===== config.mk =====
export PLATFORM = sky130hd
export DESIGN_NAME = fps_top
export DESIGN_NICKNAME = d
export VERILOG_FILES = /design/src/design/fps_unused_placeholder_removed.v /design/src/design/fps_sync.v /design/src/design/fps_top.v
export VERILOG_INCLUDE_DIRS = /design/src /design/src/design
export SDC_FILE = /design/constraint.sdc
export NUM_CORES = 1
export LEC_CHECK = 0
export BUFFER_PORTS_ARGS = -buffer_cell sky130_fd_sc_hd__buf_2
export CAP_MARGIN = 0
export CELL_PAD_IN_SITES_DETAIL_PLACEMENT = 1
export CELL_PAD_IN_SITES_GLOBAL_PLACEMENT = 2
export CORE_ASPECT_RATIO = 0.9
export CORE_MARGIN = 2
export CORE_UTILIZATION = 40
export DETAILED_ROUTE_END_ITERATION = 6
export PLACE_DENSITY_LB_ADDON = 0.1
export SYNTH_ARGS = -nofsm -noshare
export SYNTH_HDL_FRONTEND = slang
export SYNTH_SLANG_ARGS = --single-unit

===== constraint.sdc =====
create_clock -name clk -period 4.5 [get_ports clk]
set_input_delay 0.45 -clock clk [delete_from_list [all_inputs] [get_ports clk]]
set_output_delay 0.45 -clock clk [all_outputs]
set_load 0.1 [all_outputs]

===== src/design/fps_defs.vh =====
// Overview of operation
// - end on-time when sense reaches 0.65V
// - offset source only above 2.9V, high line
// - ignore current sense 350ns after turn-on
// - auto fault: burst retry at turn-on level
// - latch fault: clears after POWER_DOWN_RESET_LEVEL then turn-on
// - overload 4.2V beyond delay stops gate
// - overload releases at fourth turn-off crossing
// - 4.2V over 16ms, supply below 10V trips
// - supply overvoltage off until next turn-on
// - new on-time on aux falling edge 0.05V
// - sample aux overvoltage 2us after turn-off
// - four consecutive aux overvoltage cycles trip
// - over-temperature off until below hysteresis
// - shutdown below 1.25V latches gate off
// - soft-start, overload, PFC debounce from timer clock
// - burst stop disables, burst start resumes
`ifndef FPS_DEFS_VH
`define FPS_DEFS_VH

`define FPS_CLK_PERIOD_NS 8
`define FPS_BLANK_NS 350
`define FPS_AUX_SAMPLE_NS 2000
`define FPS_SCP_MS 16
`define FPS_RESTART_NS 10000

// timer clock ticks; real time follows the timer capacitor
`define FPS_SS_TICKS 46
`define FPS_OLP_TICKS 300
`define FPS_PFC_TICKS 4700

`define FPS_AUX_OVP_RUN 4
`define FPS_OLP_CROSSINGS 4
`define FPS_SYNC_W 16

`endif


===== src/design/fps_unused_placeholder_removed.v =====
`timescale 1ns/1ps
`default_nettype none
`default_nettype wire


===== src/design/fps_sync.v =====
`timescale 1ns/1ps
`default_nettype none
module fps_sync #(
  parameter W = 16
) (
  // clock and reset
  input wire clk,
  input wire arst_n,
  // asynchronous levels in, filtered levels out
  input wire [W-1:0] din,
  output reg [W-1:0] dout
);
  reg [W-1:0] s1;
  reg [W-1:0] s2;
  reg [W-1:0] s3;
  integer i;

  // s1 feeds s2 only; a change is taken once s2 and s3 agree
  always @(posedge clk or negedge arst_n) begin
    if (!arst_n) begin
      s1 <= {W{1'b0}};
      s2 <= {W{1'b0}};
      s3 <= {W{1'b0}};
      dout <= {W{1'b0}};
    end else begin
      s1 <= din;
      s2 <= s1;
      s3 <= s2;
      for (i = 0; i < W; i = i + 1) begin
        if (s2[i] == s3[i]) begin
          dout[i] <= s3[i];
        end
      end
    end
  end
endmodule
`default_nettype wire


===== src/design/fps_top.v =====
`timescale 1ns/1ps
`default_nettype none
`include "fps_defs.vh"
module fps_top #(
  parameter SCP_CYC = (`FPS_SCP_MS * 1000000) / `FPS_CLK_PERIOD_NS,
  parameter OLP_TICKS = `FPS_OLP_TICKS,
  parameter SS_TICKS = `FPS_SS_TICKS,
  parameter PFC_TICKS = `FPS_PFC_TICKS
) (
  // clock and reset
  input wire clk,
  input wire arst_n,
  // comparator flags from the analog front end
  input wire sense_at_peak,
  input wire comp_above_offset_level,
  input wire high_line,
  input wire comp_at_overload,
  input wire aux_above_zcd,
  input wire aux_over_current,
  input wire vcc_at_turn_on,
  input wire vcc_above_turn_off,
  input wire vcc_below_pdr,
  input wire vcc_below_10v,
  input wire vcc_overvoltage,
  input wire temp_over_trip,
  input wire temp_below_hyst,
  input wire shutdown_input_low,
  input wire comp_below_burst_stop,
  input wire comp_above_burst_start,
  input wire timer_capacitor_clock,
  input wire pfc_light_load,
  // drive outputs
  output reg flyback_gate_drive,
  output reg offset_comp_enable,
  output reg pfc_turn_off,
  // status
  output reg overload_protect,
  output reg short_circuit_protect,
  output reg overvoltage_protect,
  output reg aux_overvoltage_protect,
  output reg shutdown_latched,
  output reg over_temp,
  output reg burst_off,
  output reg supply_lockout,
  output reg soft_start_active
);
  localparam BLANK_CYC = (`FPS_BLANK_NS + `FPS_CLK_PERIOD_NS - 1) / `FPS_CLK_PERIOD_NS;
  localparam AUX_CYC = (`FPS_AUX_SAMPLE_NS + `FPS_CLK_PERIOD_NS - 1) / `FPS_CLK_PERIOD_NS;
  localparam RESTART_CYC = (`FPS_RESTART_NS + `FPS_CLK_PERIOD_NS - 1) / `FPS_CLK_PERIOD_NS;
  localparam [1:0] ST_IDLE = 2'd0;
  localparam [1:0] ST_ON = 2'd1;
  localparam [1:0] ST_SAMPLE = 2'd2;

  wire [`FPS_SYNC_W-1:0] raw;
  wire [`FPS_SYNC_W-1:0] syn;
  wire [17:0] raw_all;
  assign raw = {sense_at_peak, aux_above_zcd, aux_over_current, vcc_at_turn_on,
                vcc_above_turn_off, vcc_below_pdr, vcc_below_10v, vcc_overvoltage,
                temp_over_trip, temp_below_hyst, shutdown_input_low,
                comp_below_burst_stop, comp_above_burst_start, timer_capacitor_clock,
                pfc_light_load, comp_at_overload};
  // the offset enable pair is qualified through a second stage set
  assign raw_all = {comp_above_offset_level, high_line, raw};
  wire [1:0] syn_ofs;

  fps_sync #(.W(`FPS_SYNC_W)) u_sync (
    .clk(clk),
    .arst_n(arst_n),
    .din(raw),
    .dout(syn)
  );
  fps_sync #(.W(2)) u_sync_ofs (
    .clk(clk),
    .arst_n(arst_n),
    .din(raw_all[17:16]),
    .dout(syn_ofs)
  );

  wire s_peak = syn[15];
  wire s_zcd = syn[14];
  wire s_aux_ov = syn[13];
  wire s_von = syn[12];
  wire s_voff_ok = syn[11];
  wire s_pdr = syn[10];
  wire s_v10 = syn[9];
  wire s_vovp = syn[8];
  wire s_ot = syn[7];
  wire s_cool = syn[6];
  wire s_sd = syn[5];
  wire s_bstop = syn[4];
  wire s_bstart = syn[3];
  wire s_ct = syn[2];
  wire s_light = syn[1];
  wire s_olp = syn[0];

  reg prev_zcd;
  reg prev_von;
  reg prev_voff_ok;
  reg prev_ct;
  wire zcd_fall = prev_zcd & ~s_zcd;
  wire von_rise = ~prev_von & s_von;
  wire voff_fall = prev_voff_ok & ~s_voff_ok;
  wire ct_tick = ~prev_ct & s_ct;

  reg pdr_seen;
  reg [1:0] olp_cross;
  reg [15:0] olp_cnt;
  reg [22:0] scp_cnt;
  reg [15:0] ss_cnt;
  reg [15:0] pfc_cnt;
  reg [1:0] state;
  reg [15:0] tmr;
  reg [2:0] ovp_run;

  wire any_fault = overload_protect | short_circuit_protect | overvoltage_protect |
                   aux_overvoltage_protect | shutdown_latched | over_temp;
  wire gate_allow = ~any_fault & ~supply_lockout & ~burst_off;
  // a clean retry at the turn-on level clears these; a persisting fault re-trips
  wire retry = von_rise;
  wire aux_sample = (state == ST_SAMPLE) && (tmr == AUX_CYC[15:0] - 16'h0001);
  wire aux_trip = aux_sample && s_aux_ov && (ovp_run == `FPS_AUX_OVP_RUN - 1);

  always @(posedge clk or negedge arst_n) begin
    if (!arst_n) begin
      prev_zcd <= 1'b0;
      prev_von <= 1'b0;
      prev_voff_ok <= 1'b0;
      prev_ct <= 1'b0;
    end else begin
      prev_zcd <= s_zcd;
      prev_von <= s_von;
      prev_voff_ok <= s_voff_ok;
      prev_ct <= s_ct;
    end
  end

  // protection state; in every flag the set term wins over its clear
  always @(posedge clk or negedge arst_n) begin
    if (!arst_n) begin
      offset_comp_enable <= 1'b0;
      supply_lockout <= 1'b1;
      burst_off <= 1'b0;
      over_temp <= 1'b0;
      overvoltage_protect <= 1'b0;
      short_circuit_protect <= 1'b0;
      shutdown_latched <= 1'b0;
      pdr_seen <= 1'b0;
      overload_protect <= 1'b0;
      olp_cross <= 2'd0;
      olp_cnt <= 16'h0000;
      scp_cnt <= 23'h000000;
    end else begin
      offset_comp_enable <= syn_ofs[1] & syn_ofs[0];
      if (!s_voff_ok) begin
        supply_lockout <= 1'b1;
      end else if (von_rise) begin
        supply_lockout <= 1'b0;
      end
      if (s_bstop) begin
        burst_off <= 1'b1;
      end else if (s_bstart) begin
        burst_off <= 1'b0;
      end
      if (s_ot) begin
        over_temp <= 1'b1;
      end else if (s_cool) begin
        over_temp <= 1'b0;
      end
      if (s_vovp) begin
        overvoltage_protect <= 1'b1;
      end else if (retry) begin
        overvoltage_protect <= 1'b0;
      end
      // latch stays through every turn-on until supply has dropped below reset level
      if (s_pdr) begin
        pdr_seen <= 1'b1;
      end else if (von_rise) begin
        pdr_seen <= 1'b0;
      end
      if (s_sd) begin
        shutdown_latched <= 1'b1;
      end else if (pdr_seen && von_rise) begin
        shutdown_latched <= 1'b0;
      end
      if (s_olp) begin
        if (ct_tick && olp_cnt != OLP_TICKS[15:0]) begin
          olp_cnt <= olp_cnt + 16'h0001;
        end
      end else begin
        olp_cnt <= 16'h0000;
      end
      if (s_olp && s_v10) begin
        if (scp_cnt != SCP_CYC[22:0]) begin
          scp_cnt <= scp_cnt + 23'h000001;
        end
      end else begin
        scp_cnt <= 23'h000000;
      end
      if (s_olp && s_v10 && scp_cnt == SCP_CYC[22:0]) begin
        short_circuit_protect <= 1'b1;
      end else if (retry) begin
        short_circuit_protect <= 1'b0;
      end
      if (s_olp && olp_cnt == OLP_TICKS[15:0]) begin
        overload_protect <= 1'b1;
        olp_cross <= 2'd0;
      end else if (overload_protect && voff_fall) begin
        olp_cross <= olp_cross + 2'd1;
        if (olp_cross == `FPS_OLP_CROSSINGS - 1) begin
          overload_protect <= 1'b0;
        end
      end
    end
  end

  // timer capacitor clock paces soft-start and the PFC light load debounce
  always @(posedge clk or negedge arst_n) begin
    if (!arst_n) begin
      ss_cnt <= 16'h0000;
      soft_start_active <= 1'b0;
      pfc_cnt <= 16'h0000;
      pfc_turn_off <= 1'b0;
    end else begin
      if (von_rise) begin
        ss_cnt <= 16'h0000;
        soft_start_active <= 1'b1;
      end else if (soft_start_active && ct_tick) begin
        ss_cnt <= ss_cnt + 16'h0001;
        if (ss_cnt == SS_TICKS[15:0] - 16'h0001) begin
          soft_start_active <= 1'b0;
        end
      end
      if (!s_light) begin
        pfc_cnt <= 16'h0000;
        pfc_turn_off <= 1'b0;
      end else if (ct_tick && pfc_cnt != PFC_TICKS[15:0]) begin
        pfc_cnt <= pfc_cnt + 16'h0001;
      end else if (pfc_cnt == PFC_TICKS[15:0]) begin
        pfc_turn_off <= 1'b1;
      end
    end
  end

  // switching cycle; a valley edge arriving before the sample point is ignored
  always @(posedge clk or negedge arst_n) begin
    if (!arst_n) begin
      state <= ST_IDLE;
      tmr <= 16'h0000;
      flyback_gate_drive <= 1'b0;
      ovp_run <= 3'd0;
      aux_overvoltage_protect <= 1'b0;
    end else begin
      if (aux_sample) begin
        if (s_aux_ov && !aux_trip) begin
          ovp_run <= ovp_run + 3'd1;
        end else begin
          ovp_run <= 3'd0;
        end
      end
      if (aux_trip) begin
        aux_overvoltage_protect <= 1'b1;
      end else if (retry) begin
        aux_overvoltage_protect <= 1'b0;
      end
      case (state)
        ST_IDLE: begin
          // restart timer covers start-up, when no valley edge exists yet
          if (tmr != RESTART_CYC[15:0]) begin
            tmr <= tmr + 16'h0001;
          end
          if (gate_allow && (zcd_fall || tmr == RESTART_CYC[15:0])) begin
            state <= ST_ON;
            flyback_gate_drive <= 1'b1;
            tmr <= 16'h0000;
          end
        end
        ST_ON: begin
          if (tmr != BLANK_CYC[15:0]) begin
            tmr <= tmr + 16'h0001;
          end
          if (!gate_allow || (s_peak && tmr == BLANK_CYC[15:0])) begin
            state <= ST_SAMPLE;
            flyback_gate_drive <= 1'b0;
            tmr <= 16'h0000;
          end
        end
        ST_SAMPLE: begin
          tmr <= tmr + 16'h0001;
          if (aux_sample) begin
            state <= ST_IDLE;
            tmr <= 16'h0000;
          end
        end
        default: begin
          state <= ST_IDLE;
          flyback_gate_drive <= 1'b0;
          tmr <= 16'h0000;
        end
      endcase
    end
  end
endmodule
`default_nettype wire


Yosys cells after proc, flatten, opt, wreduce, memory -nomap -nowiden
Cells that the tools add are included.
Operators by class
  add/subtract/negate cells: 7
  bitwise gates (word level): 20
  equal/unequal tests: 45
  reductions and logical operators: 36
  muxes and demuxes: 45
Operators with widths (count)
  $mux W16: 11
  $add A16 B1 Y16 const B: 4
  $pmux W16 S3: 1
  $mux W23: 2
  $eq A16 B6 Y1 const B: 2
  $add A23 B1 Y23 const B: 1
  $eq A23 B21 Y1 const B: 1
  $mux W1: 23
  $ne A23 B21 Y1 const B: 1
  $reduce_bool A2 Y1: 11
  $eq A1 B1 Y1: 18
  $eq A16 B11 Y1 const B: 1
  $eq A16 B13 Y1 const B: 1
  $eq A16 B8 Y1 const B: 1
  $eq A16 B9 Y1 const B: 1
  $ne A16 B11 Y1 const B: 1
  $ne A16 B13 Y1 const B: 1
  $ne A16 B6 Y1 const B: 1
  $ne A16 B9 Y1 const B: 1
  $ne A2 B2 Y1 const B: 8
  $logic_and A1 B1 Y1: 14
  $mux W2: 5
  $not A1 Y1: 8
  $reduce_and A2 Y1: 4
  other kinds (16): 31
Word-level totals
  bits in registers: 183
  logic and storage cells: 202
  output and inout port bits: 12

Longest topological paths before layout
Gate-level depths: netlist of the first run.
  depth in word-level cells: 12
  mapped depth: 9
  depth with buffers taken out: 7

By module
Synthesis of the first run repeated with hierarchy kept, for this count alone.
Second synthesis, totals
  cells, all modules: 673
  area total of the unflattened synthesis: 7842.5 um^2
By module, submodules not included
  fps_top: area an instance 5838.1 um^2, sequential area each 2778.9 um^2, instances 1, cells each 583
  fps_sync at u_sync: area an instance 1781.7 um^2, sequential area each 1601.5 um^2, instances 1, cells each 80
  fps_sync at u_sync_ofs: area an instance 222.7 um^2, sequential area each 200.2 um^2, instances 1, cells each 10

Least setup slack after synthesis of the first run
Ideal clock, no wire load.
  path kind: flip-flop to flip-flop
  start: register shutdown_latched
  end: register tmr[2]
  setup time: 0.137 ns
  clock period less this slack: 2.475 ns
  data required time: 4.363 ns
  slack: 2.025 ns
  arrival time: 2.338 ns
  buffers on the path: 0
  cell stages (with the launch flop): 6
  cell sequence: dfrtp_1 > or4_1 > or4_1 > o22a_1 > a21oi_1 > a311oi_1
On the way
  cells in the longest elaborated chain, start to end: 9
  elaborated cells on any way between the ends: 14
Ends and longest elaborated chain
  start, declared: RTL line fps_top.v:41  | output reg shutdown_latched,
  start signal, assigned: RTL line fps_top.v:146  | shutdown_latched <= 1'b0;
  start signal, assigned: RTL line fps_top.v:181  | shutdown_latched <= 1'b1;
  start signal, assigned: RTL line fps_top.v:183  | shutdown_latched <= 1'b0;
  $or A1 B1 Y1 (*) (2 in a row): RTL line fps_top.v:116  | aux_overvoltage_protect | shutdown_latched | over_temp;
  $not A1 Y1 (*): RTL line fps_top.v:117  | wire gate_allow = ~any_fault & ~supply_lockout & ~burst_off;
  $and A1 B1 Y1 (*) (2 in a row): RTL line fps_top.v:117
  $logic_not A1 Y1: RTL line fps_top.v:281  | if (!gate_allow || (s_peak && tmr == BLANK_CYC[15:0])) begin
  $logic_or A1 B1 Y1: RTL line fps_top.v:281
  $mux W16 or $ne A3 B3 Y1 (tied branches)
  $pmux W16 S3 or $reduce_and A2 Y1 (tied branches)
  end signal, assigned: RTL line fps_top.v:269  | tmr <= tmr + 16'h0001;
  end signal, assigned: RTL line fps_top.v:279  | tmr <= tmr + 16'h0001;
  end signal, assigned: RTL line fps_top.v:288  | tmr <= tmr + 16'h0001;
  end, declared: RTL line fps_top.v:112  | reg [15:0] tmr;
Every way passes the cells marked *; elsewhere a longest branch is shown, timed or not.
A chain may end at the register's enable or synchronous reset.

Worst setup path after layout of the first run
  start: register tmr[0]
  end: register tmr[0]
On the way
  cells in the longest elaborated chain, start to end: 5
  elaborated cells on any way between the ends: 20
Ends and longest elaborated chain
  parallel branches: the longest is 5 deep, another holds $add A16 B1 Y16
Several ways; the timed one is not identified. The select of a mux whose other input is x is not followed.

==> results.cfg, run 1 <==
[clock_network]
cts-resized-gates = 0
hold_buffers = 0
cts_buffer_depth = 2
cts.sinks = 183
cts_buffers = 17
clk_latency_ns = 0.44
cts_tree = done
cts_setup_buffers = 0
clk_pin_slew_worst_paths_ns = 0.08
cts_root_buffer = clkbuf_16
htree_levels = 4

[worst_setup_path]
ff2ff_path_depth = 7
crit_fanout = 16
r2r-end = tmr[0]$_DFFE_PN0P_
crit_top_cell = and3_1
path_cells = inv_1 > ha_1 > nor4b_1 > and3_1 > a311o_1 > and3_1 > o21ai_1
worst-path-buf-inv = 1
critPathTopFamily = simple AND/OR/NAND/NOR gates
rrSetupSlack_ns = 1.91
startpoint_type = flip-flop
cpMaxStageDelayCell = and3_1
crit_required_ns = 4.79
crit_arrival_ns = 2.88
critPathKind = reg2reg
end_kind = flip-flop
max_stage_delay_ns = 0.54
rr_startpoint = tmr[0]$_DFFE_PN0P_

[timing]
report.final.slew_viol_count = 0
slew_headroom_pct = 33.5
fmax_mhz = 386
skew_ns = 0.0164
fin_crit_sh_pct = 57.5
tightest_slew_ns = 0.997
fin_setup_tns_ns = 0
fin_ws_ns = 1.91
hold_viol = 0
setup_viol = 0
hold_slack_ns = 0.111
rsz0062_at_grt = no
fin_crit_ns = 2.59

[synth]
synth_cells = 680
syn_nets = 715
synth_edf_count = 0
ys_ff_latch = 183
yosysSeqAreaShare_pct = 59.1
synth_area_um2 = 7750
async_reset_ff_share_pct = 100
synth_cell_types = 56
ys.flop_type = dfrtp_1
synth_top_area_share_pct = 58.7
yosysTopAreaCell = dfrtp_1
yosys_warnings = 0
synth_area_leaders = dfrtp_1 (59%), xor2_1 (4.0%), xnor2_1 (3.2%), nor2_1 (3.1%), ha_1 (2.4%)
synth.avg_cell_area_um2 = 11.4

[floorplanning]
io_pins = 32
die_area_um2 = 20500
die_y_um = 136
core_area_um2 = 19100
start_util_pct = 40.6
die_w_um = 151
rows = 48

[drt]
via_count = 5172
final_antenna_net_count = 0
drtIter0Drc = 131
firstDrtPassIters = 4
routedWlPerCell_um = 16.5
wl_um = 16100
drt_drc_violations_left = 0
vias_per_cell = 5.28

[global_routing]
antenna_found_initial = 0
use_met1_pct = 23.0
track_usage_pct = 17.5
top_usage_layer = met2
grt_max_degree = 125
grt_pass1_wl_um = 28100
grt_use_met2_pct = 28.4
grt_pass1_vias = 5546
grtUsageMet3_pct = 4.56
grt_overflow = 0

[placement]
port_buffers = 31
pre_cts_ws_ns = 1.92
gp_congestion = 0.770
hpwl_um = 11100
place_inst = 947

[min_path]
hold-path-endpoint = u_sync.s1[2]$_DFF_PN0_
whs_path_depth = 1
hold_path_class = in2reg
hold_path_startpoint = timer_capacitor_clock

[layout]
fin_nets = 751
layout.cells.non_filler = 979
fillers = 2064
syn_to_final_growth_pct = 13.7
final_layout_size_suffix_gt1_share_pct = 10.7
diodes = 0

[power]
power_leakage_nw = 3.76
fin_total_pwr_mw = 3.77
p_per_area_nw_per_um2 = 427
vdd_drop_max_mv = 0.239

[flow_run]
drv_cap = 0

[outcome]
status = finished clean
==> worst reg2reg max path: stages (launching register included) <==
cell and delay, ns:
dfrtp_1 0.47, inv_1 0.14, ha_1 0.16, nor4b_1 0.50
and3_1 0.30, a311o_1 0.17, and3_1 0.54, o21ai_1 0.17
==> cell usage after synthesis (7+ instances only) <==
cell type	instances
a21o_1	7
a21oi_1	25
and2_1	16
and3_1	14
clkbuf_1	14
dfrtp_1	182
ha_1	15
inv_1	21
maj3_1	18
nand2_1	41
nand3_1	34
nand4_1	30
nor2_1	64
nor3_1	15
nor4_1	9
o21ai_1	13
o31ai_1	8
or3_1	11
or4_1	9
xnor2_1	28
xor2_1	35
==> flip-flops by register name, summed over array words and instances, names as in the netlist, 2 cells and up <==
register and flops:
u_sync_ofs.s1 2, u_sync_ofs.s3 2, u_sync_ofs.s2 2, olp_cnt 16, u_sync_ofs.dout 2, scp_cnt 23, u_sync.s2 16, tmr 16
u_sync.s1 16, pfc_cnt 16, ss_cnt 16, olp_cross 2, u_sync.dout 16, ovp_run 3, state 2, u_sync.s3 16
==> power breakdown <==
part | internal [mW] | switching (mW) | total [mW]
sequential | 1.74 | 0.0990 | 1.84
combinational | 0.114 | 0.284 | 0.398
clock | 0.806 | 0.725 | 1.53
total | 2.66 | 1.11 | 3.77
==> layout by cell type (no fill, tap or decap), drive strengths merged, types with 2 or more instances in the layout <==
master    n
nand2b    7
nand4    30
and3b     3
dfrtp   182
clkinv    7
maj3     18
nor4bb    3
or3      11
nor3     15
o31ai     8
inv      29
nor3b     4
clkbuf   18
ha       15
a311oi    2
or4      11
xnor2    28
and2     16
nor2     64
nand4b    3
nand2    41
nand3    35
nor4b     6
a21o      7
nor2b     4
xor2     35
a21oi    25
o21ai    15
buf      33
and3     14
nor4     13
nand3b    4
mux2i     2
and4      6
==> final cells by class <==
type | count | area, µm² | area share (%)
Tap cell | 250 | 313 | 3.55
Sequential cell | 183 | 4580 | 51.9
Clock buffer | 17 | 425 | 4.82
Clock inverter | 15 | 200 | 2.27
Inverter | 22 | 82.6 | 0.936
Timing Repair Buffer | 34 | 199 | 2.26
Multi-Input combinational cell | 458 | 3020 | 34.2
==> layer usage <==
metal / up-vias / part of all wire (%)
met5: - / 0
met4: 0 / 1.3
met3: 18 / 2.6
met2: 35 / 48
met1: 2652 / 48
li1: 2467 / -
==> stage by stage <==
| step | util (%) | area [µm²] |
|---|---|---|
| floorplan | - | 7750 |
| global placement | 42.9 | 8190 |
| detailed placement | 42.9 | 8190 |
| CTS | 46.2 | 8820 |
| global route | 46.2 | 8820 |
| finish | 46.2 | 8820 |
==> how the worst max path moves through the flow <==
stage | start | endpoint | slack [ns] | depth (start not counted)
2_1_floorplan | shutdown_latched$_DFFE_PN0P_ | tmr[2]$_DFFE_PN0P_ | 2.03 | 5
3_3_place_gp | tmr[0]$_DFFE_PN0P_ | tmr[1]$_DFFE_PN0P_ | 2.12 | 7
3_5_place_dp | tmr[0]$_DFFE_PN0P_ | tmr[0]$_DFFE_PN0P_ | 1.92 | 7
4_1_cts | tmr[0]$_DFFE_PN0P_ | tmr[0]$_DFFE_PN0P_ | 1.90 | 7
5_1_grt | tmr[0]$_DFFE_PN0P_ | tmr[0]$_DFFE_PN0P_ | 1.58 | 7
6_report | tmr[0]$_DFFE_PN0P_ | tmr[0]$_DFFE_PN0P_ | 1.91 | 7
==> kinds of logic (layout without fill, tap and decap cells) <==
group | after synthesis | in the layout | share of synthesized area, %
compound gates | 66 | 66 | 5.24
xor+xnor | 63 | 63 | 7.12
fa+ha+maj | 33 | 33 | 4.74
buf+inv | 39 | 88 | 2.02
flops | 183 | 183 | 59.1
mux | 2 | 2 | 0.258
simple gates | 294 | 294 | 21.6
Note: power is estimated with default switching activity, not from simulation.
==> run 2, diff against run 1 <==
Settings changed: ABC_AREA set to 1, CORE_UTILIZATION 40 to 35.
Clock period 4.5 ns to 2.19 ns, I/O delays scaled along.
==> run 2 against run 1 <==
First-iteration DRC count is 92% higher. Final cell count is 34% higher. Non-clock buffer count is 28 higher. Total power is 120% higher. Critical path depth is 2 higher. Critical path type unchanged. Sequential share of layout area is 5.4 points lower. Largest cell class unchanged. Sequential power is 110% higher. Die area is 24% higher. Final area is 12% higher. Flip-flop and latch count stayed put.
==> results.cfg, run 2 <==
[outcome]
status = finished clean

[timing]
hold_viol = 0
report.final.slew_viol_count = 0
setup_viol = 0
hold_slack_ns = 0.234
fin_setup_tns_ns = 0
fmax_mhz = 519
tightest_slew_ns = 0.778
fin_ws_ns = 0.262
skew_ns = 0.0164
fin_crit_sh_pct = 88.1
slew_headroom_pct = 48.0
fin_crit_ns = 1.93
rsz0062_at_grt = no

[power]
intPower_mw = 5.80
switching_share_pct = 29.7
power_leakage_nw = 4.41
p_switching_mw = 2.45
seqPwrFrac_pct = 45.9
p_per_area_nw_per_um2 = 837
pwr-share-comb_pct = 15.2
vdd_drop_max_mv = 0.408
fin_total_pwr_mw = 8.24
pwr-share-clk_pct = 38.9

[placement]
gp_congestion = 0.755
placed_area_um2 = 9060
port_buffers = 31
place_inst = 1262
pre_cts_ws_ns = 0.222
hpwl_um = 14200

[global_routing]
grt_pass1_vias = 6585
grt_pass1_wl_um = 34100
track_usage_pct = 16.8
grt_overflow = 0
antenna_found_initial = 0
grt_max_degree = 78

[drt]
drtIter0Drc = 252
final_antenna_net_count = 0
drt_drc_violations_left = 0
via_count = 6358
vias_per_cell = 4.85
firstDrtPassIters = 4
routedWlPerCell_um = 15.2
wl_um = 19900

[layout]
regMostFlops = scp_cnt
fin_util_pct = 41.8
syn_to_final_growth_pct = 16.3
largest_reg_flops = 23
final_layout_size_suffix_gt1_share_pct = 13.0
diodes = 0
layout_commonest_cell = dfrtp_1
post-route-cell-area_um2 = 9850
layout_common_cells = dfrtp_1 (182), nand2_1 (171), inv_1 (109)
fin_nets = 1033
layout.cells.non_filler = 1312

[synth]
synth_most_common_cell = dfrtp_1
yosysTopAreaCell = dfrtp_1
ys_ff_latch = 183
synth_area_leaders = dfrtp_1 (54%), nand2_1 (7.6%), inv_1 (4.8%), nand3_1 (4.7%), nor2_1 (4.2%)
synth_cells = 927
ys.flop_type = dfrtp_1
syn_nets = 962
synth_area_um2 = 8470
synth.avg_cell_area_um2 = 9.14
yosys_warnings = 0
async_reset_ff_share_pct = 100
synth_cell_types = 46
ys_top_cells_by_count = dfrtp_1 (182), nand2_1 (171), inv_1 (109), nor2_1 (94), nand3_1 (79)
synth_edf_count = 0
synth_top_area_share_pct = 53.8
yosysSeqAreaShare_pct = 54.1

[worst_setup_path]
crit_arrival_ns = 2.22
end_kind = flip-flop
crit_fanout = 11
crit_required_ns = 2.48
critPathKind = reg2reg
startpoint_type = flip-flop

[clock_network]
clk_latency_ns = 0.43
cts_buffers = 17
htree_levels = 4
cts_root_buffer = clkbuf_16
cts_buffer_depth = 2
cts_tree = done
clk_pin_slew_worst_paths_ns = 0.07
cts.sinks = 183
cts-resized-gates = 0

[floorplanning]
rows = 53
start_util_pct = 36.0
die_area_um2 = 25500
io_pins = 32
die_w_um = 168
core_area_um2 = 23500
die_y_um = 152

[flow_run]
drv_cap = 0

[min_path]
hold_path_class = in2async
==> run 2: changes by cell type in the layout (fill, tap and decap cells not counted), sizes merged, moves of 14 or more <==
cell         change
nor3            +19
dlygate4sd3     +19
and3            -14
inv             +91
nor2            +57
o21ai           +34
xnor2           -24
and2            -16
nand3           +47
nand2          +143
==> run 2: routing by layer <==
| layer | track usage (%) | routed length (µm) | part of all wire, % | vias to the layer above |
|---|---|---|---|---|
| met1 | 24.7 | 10500 | 53 | 3128 |
| li1 | - | - | - | 3178 |
| met3 | 2.65 | 336 | 1.7 | 7 |
| met5 | 0 | 0 | 0 | - |
| met2 | 26.1 | 8870 | 45 | 45 |
| met4 | 4.17 | 146 | 0.73 | 0 |
==> run 2: path summary, 6_finish.rpt <==
path | from | end | slack [ns] | depth (start not counted)
max | tmr[0]$_DFFE_PN0P_ | tmr[5]$_DFFE_PN0P_ | 0.26 | 9
min | arst_n | u_sync_ofs.s1[0]$_DFF_PN0_ | 0.23 | 2
max reg2reg | tmr[0]$_DFFE_PN0P_ | tmr[5]$_DFFE_PN0P_ | 0.26 | 9
min reg2reg | u_sync.s1[14]$_DFF_PN0_ | u_sync.s2[14]$_DFF_PN0_ | 0.35 | 0
max in group asynchronous | arst_n | supply_lockout$_DFFE_PN1P_ | 1.20 | 3
min in group clk | u_sync.s1[14]$_DFF_PN0_ | u_sync.s2[14]$_DFF_PN0_ | 0.35 | 0
==> run 2: power groups by stage <==
stage | clock, mW | combinational (mW) | sequential (mW)
global placement | 0 | 1.24 | 3.85
detailed placement | 0 | 1.25 | 3.85
finish | 3.21 | 1.25 | 3.78
CTS | 3.31 | 1.28 | 3.79
global route | 3.44 | 1.42 | 3.82
floorplan | 0 | 0.719 | 3.96
==> run 2: final cells by class <==
cell class              instances  area [µm²]
clock buffers                  19         433
clock inverters                12         164
fillers                      2725       13700
inverters                     115         434
multi-input cells             619        3390
flip-flops and latches        183        4580
well taps                     302         378
repair buffers                 62         469
==> run 2: repair_timing <==
action | CTS | global route
hold buffers | 19 | 0
hold endpoints to repair | 48 | 0
setup endpoints to repair | 0 | 0
buffers inserted | 0 | 0
==> run 2: cells by family (layout without fill, tap and decap cells) <==
logic type               count (synthesis)  count (layout)  share of synthesized area [%]
flip-flops                             183             183                           54.1
AND/OR/NAND/NOR                        466             466                           26.8
buffers and inverters                  125             208                           5.86
XOR/XNOR                                29              29                           3.00
multiplexers                             1               1                          0.133
adder cells (fa/ha/maj)                 33              33                           4.34
AO/OA/AOI/OAI                           90              90                           5.82
==> run 2: critical path: stages, from the launching register on <==
cell	delay [ns]
dfrtp_1	0.44
inv_1	0.17
ha_1	0.19
nand3_1	0.13
nor2_4	0.17
nand3_4	0.13
nand3_4	0.11
nand2_4	0.06
nor2_4	0.33
nor2_1	0.07
==> run 3, diff against run 2 <==
Settings changed: PLACE_DENSITY set to 0.87, PLACE_DENSITY_LB_ADDON 0.1 to unset.
==> run 3 against run 2 <==
Flip-flop and latch count is the same. Setup slack lost 0.035 ns. Combinational power is essentially flat. Routed wire length shrank 1.5%. Core utilization grew 0.053 points. Sequential power is essentially flat. Highest routed layer unchanged. Non-clock buffer count shrank 1.
==> results.cfg, run 3 (synthesized netlist as in run 2, its figures left out) <==
[timing]
hold_viol = 0
fin_setup_tns_ns = 0
fin_crit_ns = 1.96
report.final.slew_viol_count = 0
skew_ns = 0.0134
fin_crit_sh_pct = 89.6
tightest_slew_ns = 0.577
rsz0062_at_grt = no
hold_slack_ns = 0.290
fmax_mhz = 509
setup_viol = 0
slew_headroom_pct = 61.2
fin_ws_ns = 0.227

[global_routing]
grt_max_degree = 48
grt_pass1_wl_um = 33500
grt_overflow = 0
track_usage_pct = 16.7
top_usage_layer = met2
grtUsageMet3_pct = 2.88
grt_pass1_vias = 6698
use_met1_pct = 23.1
antenna_found_initial = 0
grt_use_met2_pct = 26.9

[layout]
layout_commonest_cell = dfrtp_1
fin_util_pct = 41.9
layout_common_cells = dfrtp_1 (182), nand2_1 (171), inv_1 (109)
final_layout_size_suffix_gt1_share_pct = 13.2
syn_to_final_growth_pct = 16.5
diodes = 0
fin_nets = 1032
post-route-cell-area_um2 = 9860
layout.cells.non_filler = 1312
largest_reg_flops = 23
regMostFlops = scp_cnt

[floorplanning]
io_pins = 32
start_util_pct = 36.0
die_y_um = 152
die_w_um = 168
core_area_um2 = 23500
rows = 53
die_area_um2 = 25500

[clock_network]
cts_root_buffer = clkbuf_16
clk_latency_ns = 0.44
cts_buffers = 17
cts-resized-gates = 0
cts_buffer_depth = 2
clk_pin_slew_worst_paths_ns = 0.08
cts.sinks = 183
cts_tree = done
htree_levels = 4

[min_path]
hold_path_class = in2async

[power]
p_per_area_nw_per_um2 = 830
vdd_drop_max_mv = 0.463
fin_total_pwr_mw = 8.18
power_leakage_nw = 4.41

[worst_setup_path]
end_kind = flip-flop
rr_startpoint = tmr[0]$_DFFE_PN0P_
crit_required_ns = 2.50
ff2ff_path_depth = 11
rrSetupSlack_ns = 0.23
critPathKind = reg2reg
startpoint_type = flip-flop
r2r-end = tmr[5]$_DFFE_PN0P_
crit_fanout = 11
crit_arrival_ns = 2.27

[drt]
firstDrtPassIters = 7
drtIter0Drc = 305
final_antenna_net_count = 0
drt_drc_violations_left = 0
vias_per_cell = 4.88
routedWlPerCell_um = 14.9
wl_um = 19600
via_count = 6401

[placement]
port_buffers = 31
pre_cts_ws_ns = 0.301
placed_area_um2 = 9070
gp_congestion = 0.801
hpwl_um = 14100
place_inst = 1261

[outcome]
status = finished clean

[flow_run]
drv_cap = 0
## run 3: cell types whose count changed in the layout (fill, tap and decap cells not counted), sizes merged
cell,before,now
bufinv,3,1
clkinvlp,1,3
clkinv,3,4
inv,120,122
buf,42,41
clkbuf,20,18
## run 3: worst max path at each step
stage                                   to  cells after the start                         start
global placement        tmr[5]$_DFFE_PN0P_                     11            tmr[0]$_DFFE_PN0P_
finish                  tmr[5]$_DFFE_PN0P_                     11            tmr[0]$_DFFE_PN0P_
floorplan              tmr[10]$_DFFE_PN0P_                      9  overload_protect$_DFFE_PN0P_
global route            tmr[5]$_DFFE_PN0P_                     11            tmr[0]$_DFFE_PN0P_
detailed placement  pfc_cnt[9]$_DFFE_PN0P_                     11        pfc_cnt[0]$_DFFE_PN0P_
CTS                     tmr[5]$_DFFE_PN0P_                     11            tmr[0]$_DFFE_PN0P_
## run 3: where the power goes
part           internal [mW]  total, mW  switching [mW]
clock network           1.64       3.14            1.50
logic                  0.377       1.25           0.875
registers               3.60       3.79           0.196
total                   5.61       8.18            2.57
## run 3: final cells by class
| type | instances | area (µm²) |
|---|---|---|
| clock buffers | 17 | 425 |
| clock inverters | 15 | 179 |
| fillers | 2727 | 13700 |
| inverters | 115 | 434 |
| multi-input cells | 619 | 3390 |
| flip-flops and latches | 183 | 4580 |
| well taps | 302 | 378 |
| repair buffers | 61 | 474 |
## run 3: layer usage
metal	wire, µm	vias to the layer above
li1	-	3196
met5	0	-
met3	475	16
met1	9950	3121
met2	8930	68
met4	241	0
## run 3: repair_timing
item,4_1_cts,5_1_grt
hold buffers,19,0
endpoints found under the hold margin,60,0
setup endpoints to repair,0,0
buffers inserted,0,0
## run 3: worst max-delay path: stages, from the launching register on
cell     delay (ns)
dfrtp_1        0.45
inv_1          0.17
ha_1           0.20
nand3_1        0.08
nor2_1         0.13
nand2_1        0.08
nand2_2        0.08
nand2_4        0.09
nand2_4        0.10
nand2_4        0.06
nor2_4         0.31
nor2_1         0.07
